**config.mk**
```make
export PLATFORM = sky130hd
export DESIGN_NAME = twc_ctrl
export DESIGN_NICKNAME = d
export VERILOG_FILES = /design/src/twc_pkg.sv /design/src/twc_ctrl.sv /design/src/twc_sync.sv
export SDC_FILE = /design/constraint.sdc
export NUM_CORES = 1
export LEC_CHECK = 0
export BUFFER_PORTS_ARGS = -buffer_cell sky130_fd_sc_hd__buf_2
export CORE_MARGIN = 2
export CORE_UTILIZATION = 55
export CTS_BUF_LIST = sky130_fd_sc_hd__clkbuf_8 sky130_fd_sc_hd__clkbuf_16
export CTS_CLUSTER_DIAMETER = 80
export DETAILED_ROUTE_END_ITERATION = 6
export GPL_TIMING_DRIVEN = 0
export PLACE_DENSITY = 0.73
export SETUP_SLACK_MARGIN = 0.4
export SLEW_MARGIN = 20
export SYNTH_ARGS = -nofsm -noshare
export SYNTH_HDL_FRONTEND = slang
export SYNTH_SLANG_ARGS = --single-unit
```
**constraint.sdc**
```tcl
create_clock -name ref_clk -period 3.7 [get_ports ref_clk]
set_input_delay 0.185 -clock ref_clk [delete_from_list [all_inputs] [get_ports ref_clk]]
set_output_delay 0.185 -clock ref_clk [all_outputs]
set_load 0.005 [all_outputs]
```
**src/twc_pkg.sv**
```systemverilog
// Purpose: shared constants and types of the two-wire bus controller
// Assumes: 50 MHz reference clock, APB register access, 32-bit data
// Notes:   byte addresses of the register words, bit positions, timing
package twc_pkg;

    // register byte addresses
    localparam logic [7:0] OFS_BUS_CONTROL_REG = 8'h00;
    localparam logic [7:0] OFS_BUS_STATUS_REG  = 8'h04;
    localparam logic [7:0] OFS_BUS_DATA_IO     = 8'h08;
    localparam logic [7:0] OFS_SLAVE_ADDR_REG  = 8'h0c;
    localparam logic [7:0] OFS_HALF_PERIOD_REG = 8'h10;

    // control register fields
    localparam int CTL_ENABLE_BIT = 7;
    localparam int CTL_MSEL_BIT   = 5;
    localparam int CTL_TX_BIT     = 4;
    localparam int CTL_TXAK_BIT   = 3;
    localparam int CTL_RSTA_BIT   = 2;

    // status register fields
    localparam int ST_DONE_BIT = 7;
    localparam int ST_ADDR_BIT = 6;
    localparam int ST_BUSY_BIT = 5;
    localparam int ST_ARB_BIT  = 4;
    localparam int ST_SRW_BIT  = 2;
    localparam int ST_RXAK_BIT = 0;

    // slave address field sits in bits 7..1
    localparam int SADDR_LSB = 1;

    // timing: half an SCL period at the default bit rate
    localparam int CLK_PERIOD_NS  = 20;
    localparam int HALF_PERIOD_NS = 5000;
    localparam int HALF_CYC       =
        (HALF_PERIOD_NS + CLK_PERIOD_NS - 1) / CLK_PERIOD_NS;

    localparam logic [3:0] LAST_DATA_BIT = 4'h7;
    localparam logic [3:0] ACK_BIT       = 4'h8;
    localparam logic [6:0] SADDR_RESET   = 7'h00;

    // master sequencer states
    typedef enum logic [2:0] {
        M_OFF   = 3'b000,
        M_START = 3'b001,
        M_RUN   = 3'b010,
        M_RSTA1 = 3'b011,
        M_RSTA2 = 3'b100,
        M_STOP1 = 3'b101,
        M_STOP2 = 3'b110
    } twc_mst_type;

    // synchronised bus lines with their previous samples
    typedef struct packed {
        logic scl;
        logic sda;
        logic sclPrev;
        logic sdaPrev;
    } twc_lines_type;

endpackage : twc_pkg

```
**src/twc_ctrl.sv**
```systemverilog
// Purpose: multi-master two-wire bus controller with APB registers
// Assumes: open-drain pins resolved outside; ref_clk 50 MHz
// Notes:   one byte engine serves master and slave roles
`timescale 1ns/1ns
`default_nettype none
module twc_ctrl
    import twc_pkg::*;
#(
    parameter logic [15:0] HALF_DEFAULT = 16'(HALF_CYC)
)(
    // clock and reset
    input  wire logic        ref_clk,
    input  wire logic        rstn,
    // apb slave
    input  wire logic        psel,
    input  wire logic        penable,
    input  wire logic        pwrite,
    input  wire logic [7:0]  paddr,
    input  wire logic [31:0] pwdata,
    output logic [31:0]      prdata,
    output logic             pready,
    output logic             pslverr,
    // open-drain bus pins
    input  wire logic        sclIn,
    output logic             sclOut,
    output logic             sclOe,
    input  wire logic        sdaIn,
    output logic             sdaOut,
    output logic             sdaOe
);

    typedef struct packed {
        // configuration
        logic        enable;
        logic        msel;
        logic        txBit;
        logic        txak;
        logic [6:0]  ownAddr;
        logic [15:0] halfCnt;
        // status flags
        logic        byteDone;
        logic        addressed;
        logic        busy;
        logic        arbLost;
        logic        srw;
        logic        rxAck;
        // master clock generator
        twc_mst_type master_select;
        logic        lowPhase;
        logic [15:0] tmr;
        // byte engine
        logic        hold;
        logic [3:0]  bitCnt;
        logic        sawRise;
        logic        addrPhase;
        logic        slvActive;
        logic [7:0]  shift;
        logic [7:0]  txByte;
        logic [7:0]  rxData;
        // outputs
        logic        sclOe;
        logic        sdaOe;
        logic        pready;
        logic [31:0] prdata;
        logic        pslverr;
    } twc_state_type;

    twc_state_type s_q;
    twc_state_type s_d;
    twc_lines_type ln;

    // bus lines pass two flops before use
    twc_sync u_sync (
        .ref_clk (ref_clk),
        .rstn    (rstn),
        .sclIn   (sclIn),
        .sdaIn   (sdaIn),
        .lines   (ln)
    );

    // bit of the outgoing byte for the current bit slot, MSB first
    function automatic logic txBitOf(input logic [7:0] b,
                                     input logic [3:0] cnt);
        txBitOf = b[3'd7 - cnt[2:0]];
    endfunction : txBitOf

    // true when this end drives data bits of the current byte
    function automatic logic isSender(input twc_state_type st);
        isSender = st.txBit &&
            (st.master_select == M_RUN || (st.slvActive && !st.addrPhase));
    endfunction : isSender

    // register read data
    function automatic logic [31:0] readWord(input twc_state_type st,
                                             input logic [7:0] a);
        readWord = '0;
        unique case (a)
            OFS_BUS_CONTROL_REG: begin
                readWord[CTL_ENABLE_BIT] = st.enable;
                readWord[CTL_MSEL_BIT]   = st.msel;
                readWord[CTL_TX_BIT]     = st.txBit;
                readWord[CTL_TXAK_BIT]   = st.txak;
            end
            OFS_BUS_STATUS_REG: begin
                readWord[ST_DONE_BIT] = st.byteDone;
                readWord[ST_ADDR_BIT] = st.addressed;
                readWord[ST_BUSY_BIT] = st.busy;
                readWord[ST_ARB_BIT]  = st.arbLost;
                readWord[ST_SRW_BIT]  = st.srw;
                readWord[ST_RXAK_BIT] = st.rxAck;
            end
            OFS_BUS_DATA_IO:     readWord[7:0] = st.rxData;
            OFS_SLAVE_ADDR_REG:  readWord[7:SADDR_LSB] = st.ownAddr;
            OFS_HALF_PERIOD_REG: readWord[15:0] = st.halfCnt;
            default:             readWord = '0;
        endcase
    endfunction : readWord

    // bus condition and edge detection
    logic sclRise;
    logic sclFall;
    logic startSeen;
    logic stopSeen;
    assign sclRise   = ln.scl & ~ln.sclPrev;
    assign sclFall   = ~ln.scl & ln.sclPrev;
    assign startSeen = ln.scl & ln.sclPrev & ln.sdaPrev & ~ln.sda;
    assign stopSeen  = ln.scl & ln.sclPrev & ~ln.sdaPrev & ln.sda;

    // apb phases
    logic accessCyc;
    logic doneCyc;
    logic mapped;
    logic wrDone;
    logic rdDone;
    assign accessCyc = psel & penable & ~s_q.pready;
    assign doneCyc   = psel & penable & s_q.pready;
    assign mapped    = paddr == OFS_BUS_CONTROL_REG ||
                       paddr == OFS_BUS_STATUS_REG ||
                       paddr == OFS_BUS_DATA_IO ||
                       paddr == OFS_SLAVE_ADDR_REG ||
                       paddr == OFS_HALF_PERIOD_REG;
    assign wrDone    = doneCyc & pwrite;
    assign rdDone    = doneCyc & ~pwrite;

    // next state of the whole controller
    always_comb begin
        s_d         = s_q;
        s_d.pready  = 1'b0;
        s_d.pslverr = 1'b0;
        s_d.prdata  = '0;

        // apb: one wait state, answer registered
        if (accessCyc) begin
            s_d.pready  = 1'b1;
            s_d.prdata  = readWord(s_q, paddr);
            s_d.pslverr = ~mapped;
        end

        // software writes
        if (wrDone) begin
            unique case (paddr)
                OFS_BUS_CONTROL_REG: begin
                    s_d.enable    = pwdata[CTL_ENABLE_BIT];
                    s_d.msel      = pwdata[CTL_MSEL_BIT];
                    s_d.txBit     = pwdata[CTL_TX_BIT];
                    s_d.txak      = pwdata[CTL_TXAK_BIT];
                    s_d.addressed = 1'b0;
                    // select rising: start only on a free bus
                    if (pwdata[CTL_MSEL_BIT] && !s_q.msel) begin
                        if (s_q.busy || !pwdata[CTL_ENABLE_BIT]) begin
                            s_d.msel    = 1'b0;
                            s_d.arbLost = s_q.busy;
                        end else begin
                            s_d.master_select       = M_START;
                            s_d.tmr       = s_q.halfCnt;
                            s_d.slvActive = 1'b0;
                        end
                    end
                    // repeated start: only as holding master
                    if (pwdata[CTL_RSTA_BIT]) begin
                        if (s_q.master_select == M_RUN && s_q.hold) begin
                            s_d.master_select = M_RSTA1;
                            s_d.tmr = s_q.halfCnt;
                        end else begin
                            s_d.arbLost = 1'b1;
                        end
                    end
                end
                OFS_BUS_STATUS_REG: begin
                    if (pwdata[ST_ARB_BIT]) begin
                        s_d.arbLost = 1'b0;
                    end
                end
                OFS_BUS_DATA_IO: begin
                    if (s_q.txBit) begin
                        s_d.byteDone = 1'b0;
                        s_d.txByte   = pwdata[7:0];
                        if (s_q.hold) begin
                            s_d.hold = 1'b0;
                        end
                    end
                end
                OFS_SLAVE_ADDR_REG: begin
                    s_d.ownAddr = pwdata[7:SADDR_LSB];
                end
                OFS_HALF_PERIOD_REG: begin
                    s_d.halfCnt = pwdata[15:0];
                end
                default: begin
                end
            endcase
        end

        // data read in receive mode starts next byte
        if (rdDone && paddr == OFS_BUS_DATA_IO && !s_q.txBit) begin
            s_d.byteDone = 1'b0;
            if (s_q.hold) begin
                s_d.hold = 1'b0;
            end
        end

        // start and stop conditions seen on the bus
        if (startSeen) begin
            s_d.busy      = 1'b1;
            s_d.bitCnt    = '0;
            s_d.sawRise   = 1'b0;
            s_d.addrPhase = 1'b1;
            s_d.slvActive = 1'b0;
        end
        if (stopSeen) begin
            s_d.busy      = 1'b0;
            s_d.addrPhase = 1'b0;
            s_d.slvActive = 1'b0;
            if (s_q.master_select == M_OFF) begin
                s_d.hold = 1'b0;
            end else begin
                s_d.arbLost = 1'b1;
                s_d.master_select     = M_OFF;
                s_d.msel    = 1'b0;
                s_d.hold    = 1'b0;
            end
        end

        // rising scl: sample data or acknowledge
        if (sclRise) begin
            s_d.sawRise = 1'b1;
            if (s_q.bitCnt < ACK_BIT) begin
                s_d.shift = {s_q.shift[6:0], ln.sda};
                if (s_q.master_select == M_RUN && isSender(s_q) && !ln.sda &&
                    txBitOf(s_q.txByte, s_q.bitCnt)) begin
                    s_d.arbLost = 1'b1;
                    s_d.master_select     = M_OFF;
                    s_d.msel    = 1'b0;
                end
            end else begin
                s_d.rxAck = ln.sda;
                if (s_q.master_select == M_RUN && !s_q.txBit && !s_q.addrPhase &&
                    s_q.txak && !ln.sda) begin
                    s_d.arbLost = 1'b1;
                    s_d.master_select     = M_OFF;
                    s_d.msel    = 1'b0;
                end
            end
        end

        // falling scl: end of a bit slot
        if (sclFall && s_q.sawRise) begin
            s_d.sawRise = 1'b0;
            if (s_q.bitCnt == LAST_DATA_BIT) begin
                if (s_q.addrPhase && s_q.master_select == M_OFF &&
                    s_q.shift[7:1] == s_q.ownAddr) begin
                    s_d.slvActive = 1'b1;
                    s_d.addressed = 1'b1;
                    s_d.srw       = s_q.shift[0];
                end else if (s_q.addrPhase && s_q.master_select == M_OFF) begin
                    s_d.addrPhase = 1'b0;
                end
                if (!s_q.addrPhase && !s_q.txBit) begin
                    s_d.rxData = s_q.shift;
                end
            end
            if (s_q.bitCnt == ACK_BIT) begin
                s_d.bitCnt    = '0;
                s_d.addrPhase = 1'b0;
                if (s_q.master_select == M_RUN || s_q.slvActive) begin
                    s_d.byteDone = 1'b1;
                    s_d.hold     = 1'b1;
                end
                if (s_q.slvActive && !s_q.addrPhase && s_q.txBit &&
                    s_q.rxAck) begin
                    s_d.slvActive = 1'b0;
                    s_d.hold      = 1'b0;
                end
            end else begin
                s_d.bitCnt = s_q.bitCnt + 4'h1;
            end
        end

        // master sequencer and clock generator
        unique case (s_q.master_select)
            M_OFF: begin
                s_d.lowPhase = 1'b1;
            end
            M_START: begin
                if (s_q.tmr == '0) begin
                    s_d.master_select      = M_RUN;
                    s_d.hold     = 1'b1;
                    s_d.lowPhase = 1'b1;
                    s_d.tmr      = s_q.halfCnt;
                end else begin
                    s_d.tmr = s_q.tmr - 16'h1;
                end
            end
            M_RUN: begin
                if (s_q.hold) begin
                    // after a byte: stop, repeat or wait
                    s_d.lowPhase = 1'b1;
                    if (s_d.master_select == M_RUN) begin
                        s_d.tmr = s_q.halfCnt;
                    end
                    if (!s_q.msel) begin
                        s_d.master_select = M_STOP1;
                    end
                end else if (s_q.lowPhase) begin
                    if (s_q.tmr == '0) begin
                        s_d.lowPhase = 1'b0;
                        s_d.tmr      = s_q.halfCnt;
                    end else begin
                        s_d.tmr = s_q.tmr - 16'h1;
                    end
                end else if (sclFall) begin
                    s_d.lowPhase = 1'b1;
                    s_d.tmr      = s_q.halfCnt;
                end else if (ln.scl) begin
                    if (s_q.tmr == '0) begin
                        s_d.lowPhase = 1'b1;
                        s_d.tmr      = s_q.halfCnt;
                    end else begin
                        s_d.tmr = s_q.tmr - 16'h1;
                    end
                end
            end
            M_RSTA1, M_STOP1: begin
                if (s_q.tmr == '0) begin
                    s_d.master_select = (s_q.master_select == M_RSTA1) ? M_RSTA2 : M_STOP2;
                    s_d.tmr = s_q.halfCnt;
                    s_d.hold = 1'b0;
                end else begin
                    s_d.tmr = s_q.tmr - 16'h1;
                end
            end
            M_RSTA2, M_STOP2: begin
                if (ln.scl) begin
                    if (s_q.tmr == '0) begin
                        s_d.master_select  = (s_q.master_select == M_RSTA2) ? M_START : M_OFF;
                        s_d.tmr  = s_q.halfCnt;
                        s_d.hold = 1'b0;
                    end else begin
                        s_d.tmr = s_q.tmr - 16'h1;
                    end
                end
            end
            default: begin
                s_d.master_select = M_OFF;
            end
        endcase

        // disabled controller leaves the bus alone
        if (!s_d.enable) begin
            s_d.master_select       = M_OFF;
            s_d.msel      = 1'b0;
            s_d.hold      = 1'b0;
            s_d.slvActive = 1'b0;
            s_d.addrPhase = 1'b0;
        end

        // open-drain drive: only pull low or release
        s_d.sclOe = s_d.hold || s_d.master_select == M_RSTA1 ||
                    s_d.master_select == M_STOP1 ||
                    (s_d.master_select == M_RUN && s_d.lowPhase);
        s_d.sdaOe = s_d.master_select == M_START || s_d.master_select == M_STOP1 ||
                    (s_q.master_select == M_START && s_d.master_select == M_RUN) ||
                    s_d.master_select == M_STOP2 ||
                    (isSender(s_d) && s_d.bitCnt < ACK_BIT &&
                     !txBitOf(s_d.txByte, s_d.bitCnt)) ||
                    (s_d.bitCnt == ACK_BIT && s_d.addrPhase &&
                     s_d.slvActive) ||
                    (s_d.bitCnt == ACK_BIT && !s_d.addrPhase &&
                     !s_d.txBit && !s_d.txak &&
                     (s_d.master_select == M_RUN || s_d.slvActive));
    end

    // state register; reset leaves the block disabled
    always_ff @(posedge ref_clk or negedge rstn) begin
        if (!rstn) begin
            s_q          <= '0;
            s_q.halfCnt  <= HALF_DEFAULT;
            s_q.ownAddr  <= SADDR_RESET;
            s_q.lowPhase <= 1'b1;
        end else begin
            s_q <= s_d;
        end
    end

    // outputs straight from the state register; sclOut and sdaOut tied low
    assign prdata  = s_q.prdata;
    assign pready  = s_q.pready;
    assign pslverr = s_q.pslverr;
    assign sclOe   = s_q.sclOe;
    assign sdaOe   = s_q.sdaOe;
    assign sclOut  = 1'b0;
    assign sdaOut  = 1'b0;

endmodule : twc_ctrl
`default_nettype wire

```
**src/twc_sync.sv**
```systemverilog
// Purpose: two-flop synchroniser for SCL and SDA plus one history stage
// Assumes: pins are asynchronous to ref_clk
// Notes:   first stage feeds only the second stage
`timescale 1ns/1ns
`default_nettype none
module twc_sync
    import twc_pkg::*;
(
    // clock and reset
    input  wire logic    ref_clk,
    input  wire logic    rstn,
    // raw bus levels
    input  wire logic    sclIn,
    input  wire logic    sdaIn,
    // synchronised levels
    output var twc_lines_type lines
);

    typedef struct packed {
        logic [1:0]    meta;
        twc_lines_type ln;
    } twc_sync_type;

    twc_sync_type s_q;
    twc_sync_type s_d;

    // second stage and history; bus idles high
    always_comb begin
        s_d            = s_q;
        s_d.meta       = {sclIn, sdaIn};
        s_d.ln.sclPrev = s_q.ln.scl;
        s_d.ln.sdaPrev = s_q.ln.sda;
        s_d.ln.scl     = s_q.meta[1];
        s_d.ln.sda     = s_q.meta[0];
    end

    always_ff @(posedge ref_clk or negedge rstn) begin
        if (!rstn) begin
            s_q <= '1;
        end else begin
            s_q <= s_d;
        end
    end

    assign lines = s_q.ln;

endmodule : twc_sync
`default_nettype wire

```
==> results.sh <==
export IMPL_grt_max_degree=80
export IMPL_drc=0
export IMPL_fillers=1124
export IMPL_crit_buf_inv=1
export IMPL_seq_power_share_pct=49.7
export IMPL_start_kind="flop"
export IMPL_path_class="reg -> reg"
export IMPL_critical_path_slowest_cell="nor4b_1"
export IMPL_period_share_pct=88.2
export IMPL_clock_path_buffers=2
export IMPL_grtUsageTotal_pct=32.2
export IMPL_p_switching_uw=796
export IMPL_slowest_delay_ns=0.73
export IMPL_status="complete, no violations"
export IMPL_gp_routability_congestion=1.00
export IMPL_cp_required_ns=3.96
export IMPL_fin_skew_ns=0.0141
export IMPL_finalHoldViolCount=0
export IMPL_fin_crit_ns=3.26
export IMPL_synth_seq_cells=111
export IMPL_rows=42
export IMPL_finalWirelength_mm=23.3
export IMPL_drtPass1Iterations=6
export IMPL_slew_headroom_pct=36.0
export IMPL_start_util_pct=56.4
export IMPL_antenna_left=0
export IMPL_hp_class="in -> reg"
export IMPL_clockPowerShare_pct=36.5
export IMPL_whs_ns=0.0531
export IMPL_synth_area_per_cell_sq_um=9.14
export IMPL_setup_viol=0
export IMPL_tritoncts="yes"
export IMPL_mostFrequentLayoutCells="98 x dfrtp_1, 93 x nand2_1, 56 x buf_2"
export IMPL_place_ws_ns=0.480
export IMPL_nNetsFinal=951
export IMPL_swShare_pct=29.4
export IMPL_final_core_util_pct=63.3
export IMPL_vias_per_cell=6.54
export IMPL_fp_coreArea_sq_um=13300
export IMPL_die_w_um=121
export IMPL_vias=7080
export IMPL_cp_end_kind="flop"
export IMPL_antenna_found_initial=0
export IMPL_ys_warnings_count=0
export IMPL_path_max_fanout=5
export IMPL_worst_pin_slew_ns=0.956
export IMPL_placed_cell_area_sq_um=8060
export IMPL_cellPowerDensity_nw_per_um2=322
export IMPL_synthArstFlopShare_pct=100
export IMPL_design_area_sq_um=8420
export IMPL_setup_ws_ns=0.437
export IMPL_drv_slew=0
export IMPL_synth_ff_type="dfrtp_1"
export IMPL_drive_gt1_share_pct=22.8
export IMPL_ir_drop_mv=0.318
export IMPL_clk_insertion_delay_late_ns=0.37
export IMPL_ys_types=85
export IMPL_drtIter0Drc=691
export IMPL_synthesis_area_sq_um=7500
export IMPL_io_pins=85
export IMPL_synthCells=820
export IMPL_cts_root_buffer="clkbuf_16"
export IMPL_routedWlPerCell_um=21.6
export IMPL_numCtsBuffers=9
export IMPL_leakage_nw=3.75
export IMPL_critPathArrivalTime_ns=3.52
export IMPL_die_h_um=121
export IMPL_combPwrFrac_pct=13.8
export IMPL_finalSetupTns_ns=0
export IMPL_dp_hpwl_mm=16.6
export IMPL_clk_pin_slew_ns=0.09
export IMPL_cts_max_level=3
export IMPL_first_global_vias=6805
export IMPL_grt_overflow_total=0
export IMPL_max_freq_ghz=0.306
export IMPL_antenna_cells=0
export IMPL_synth_edf_count=0
export IMPL_layout_commonest_cell="dfrtp_1"
export IMPL_cp_top_family="simple AND/OR/NAND/NOR gates"
export IMPL_path_cells="inv_1, ha_1, or3b_2, nor4b_1, xor2_1, mux2i_1, nand2_1, o21ai_0, o221ai_1, a221o_1"
export IMPL_seq_area_frac_synth_pct=37.3
export IMPL_clock_sinks=111
export IMPL_grt_pass1_wl_mm=36.2
export IMPL_rsz0062_at_grt="no"
export IMPL_dieArea_sq_um=14600
export IMPL_syn_to_final_growth_pct=12.3
export IMPL_p_int_mw=1.91
export IMPL_maxCapViolCount=0
export IMPL_io_buffers=49
## final timing paths
| check | start | end | slack (ns) | cells past startpoint |
|---|---|---|---|---|
| max | s_q[68] | s_q[80] | 0.44 | 10 |
| min | pwdata[12] | s_q[106] | 0.05 | 2 |
| max reg2reg | s_q[68] | s_q[80] | 0.44 | 10 |
| min reg2reg | u_sync.s_d[3] | u_sync.lines[3] | 0.36 | 0 |
| max in group asynchronous | rstn | s_q[99] | 2.68 | 3 |
| min in group asynchronous | rstn | s_q[83] | 0.28 | 2 |
## through the flow
stage	total power [mW]	std cells
floorplan	1.58	837
finish	2.71	1082
CTS	2.72	1082
detailed placement	1.73	1063
global route	2.83	1082
global placement	1.71	1062
## logic make-up after synthesis
logic type	after synthesis	share of synthesized area (%)
simple gates	257	17.3
compound gates	227	21.2
flops	111	37.3
buf+inv	111	7.95
mux	89	13.3
xor+xnor	21	2.45
fa+ha+maj	3	0.501
other cells	1	0.0500
## per-layer routing
metal | share of wire [%] | track usage, % | up-vias
li1 | - | - | 3157
met1 | 40 | 41.3 | 3395
met2 | 48 | 52.3 | 436
met3 | 8.0 | 5.75 | 92
met4 | 4.8 | 16.4 | 0
met5 | 0 | 0 | -
## Yosys cell counts, types with 4 or more instances
master	instances	area share (%)
a211oi_1	6	0.60
a21o_1	6	0.60
a21oi_1	40	2.7
a221o_1	7	0.93
a22o_1	4	0.47
a22oi_1	8	0.80
a2bb2oi_1	8	0.93
and2_1	5	0.42
and3_1	12	1.0
buf_2	8	0.53
buf_4	37	3.7
buf_6	4	0.60
clkbuf_1	32	1.6
dfrtp_1	98	33
dfstp_2	13	4.6
inv_1	27	1.4
mux2_2	49	7.4
mux2i_1	35	4.7
nand2_1	93	4.7
nand2b_1	5	0.42
nand3_1	28	1.9
nand4_1	8	0.67
nand4b_1	4	0.47
nor2_1	51	2.6
nor2b_1	5	0.42
nor3_1	13	0.87
nor4_1	4	0.33
o2111ai_1	10	1.2
o211ai_1	15	1.5
o21ai_0	49	3.3
o221ai_1	13	1.5
o22ai_1	19	1.6
o31ai_1	6	0.60
or3_1	5	0.42
xnor2_1	13	1.5
xor2_1	8	0.93
## what timing repair did
action                                  in CTS  in global routing
gates resized for setup                      0                  4
setup buffers                                0                  0
endpoints found under the setup margin       0                  8
hold buffers                                 3                  0
hold endpoints to repair                    27                  0
## flip-flops by register name, indices dropped and copies added (netlist names)
| name | count |
|---|---|
| sclOe | 1 |
| pready | 1 |
| prdata | 16 |
| pslverr | 1 |
| u_sync.lines | 4 |
| u_sync.s_d | 2 |
| s_q | 85 |
| sdaOe | 1 |
## power by group through the flow
stage                     clock, mW  sequential, mW  combinational, mW
final                         0.988            1.35              0.374
after detailed placement          0            1.37              0.363
after floorplan                   0            1.34              0.243
after global routing           1.06            1.36              0.414
after global placement            0            1.36              0.350
after CTS                      1.01            1.34              0.367
## layout make-up
cell class / count / area, sq um / share of cell area, %
Multi-Input combinational cell: 615 / 4200 / 49.9
Timing Repair Buffer: 53 / 309 / 3.67
Clock inverter: 7 / 76.3 / 0.907
Sequential cell: 111 / 2790 / 33.2
Clock buffer: 9 / 225 / 2.68
Inverter: 29 / 109 / 1.29
Tap cell: 176 / 220 / 2.62
Buffer: 82 / 487 / 5.78
Power figures use the tool's default switching activity.
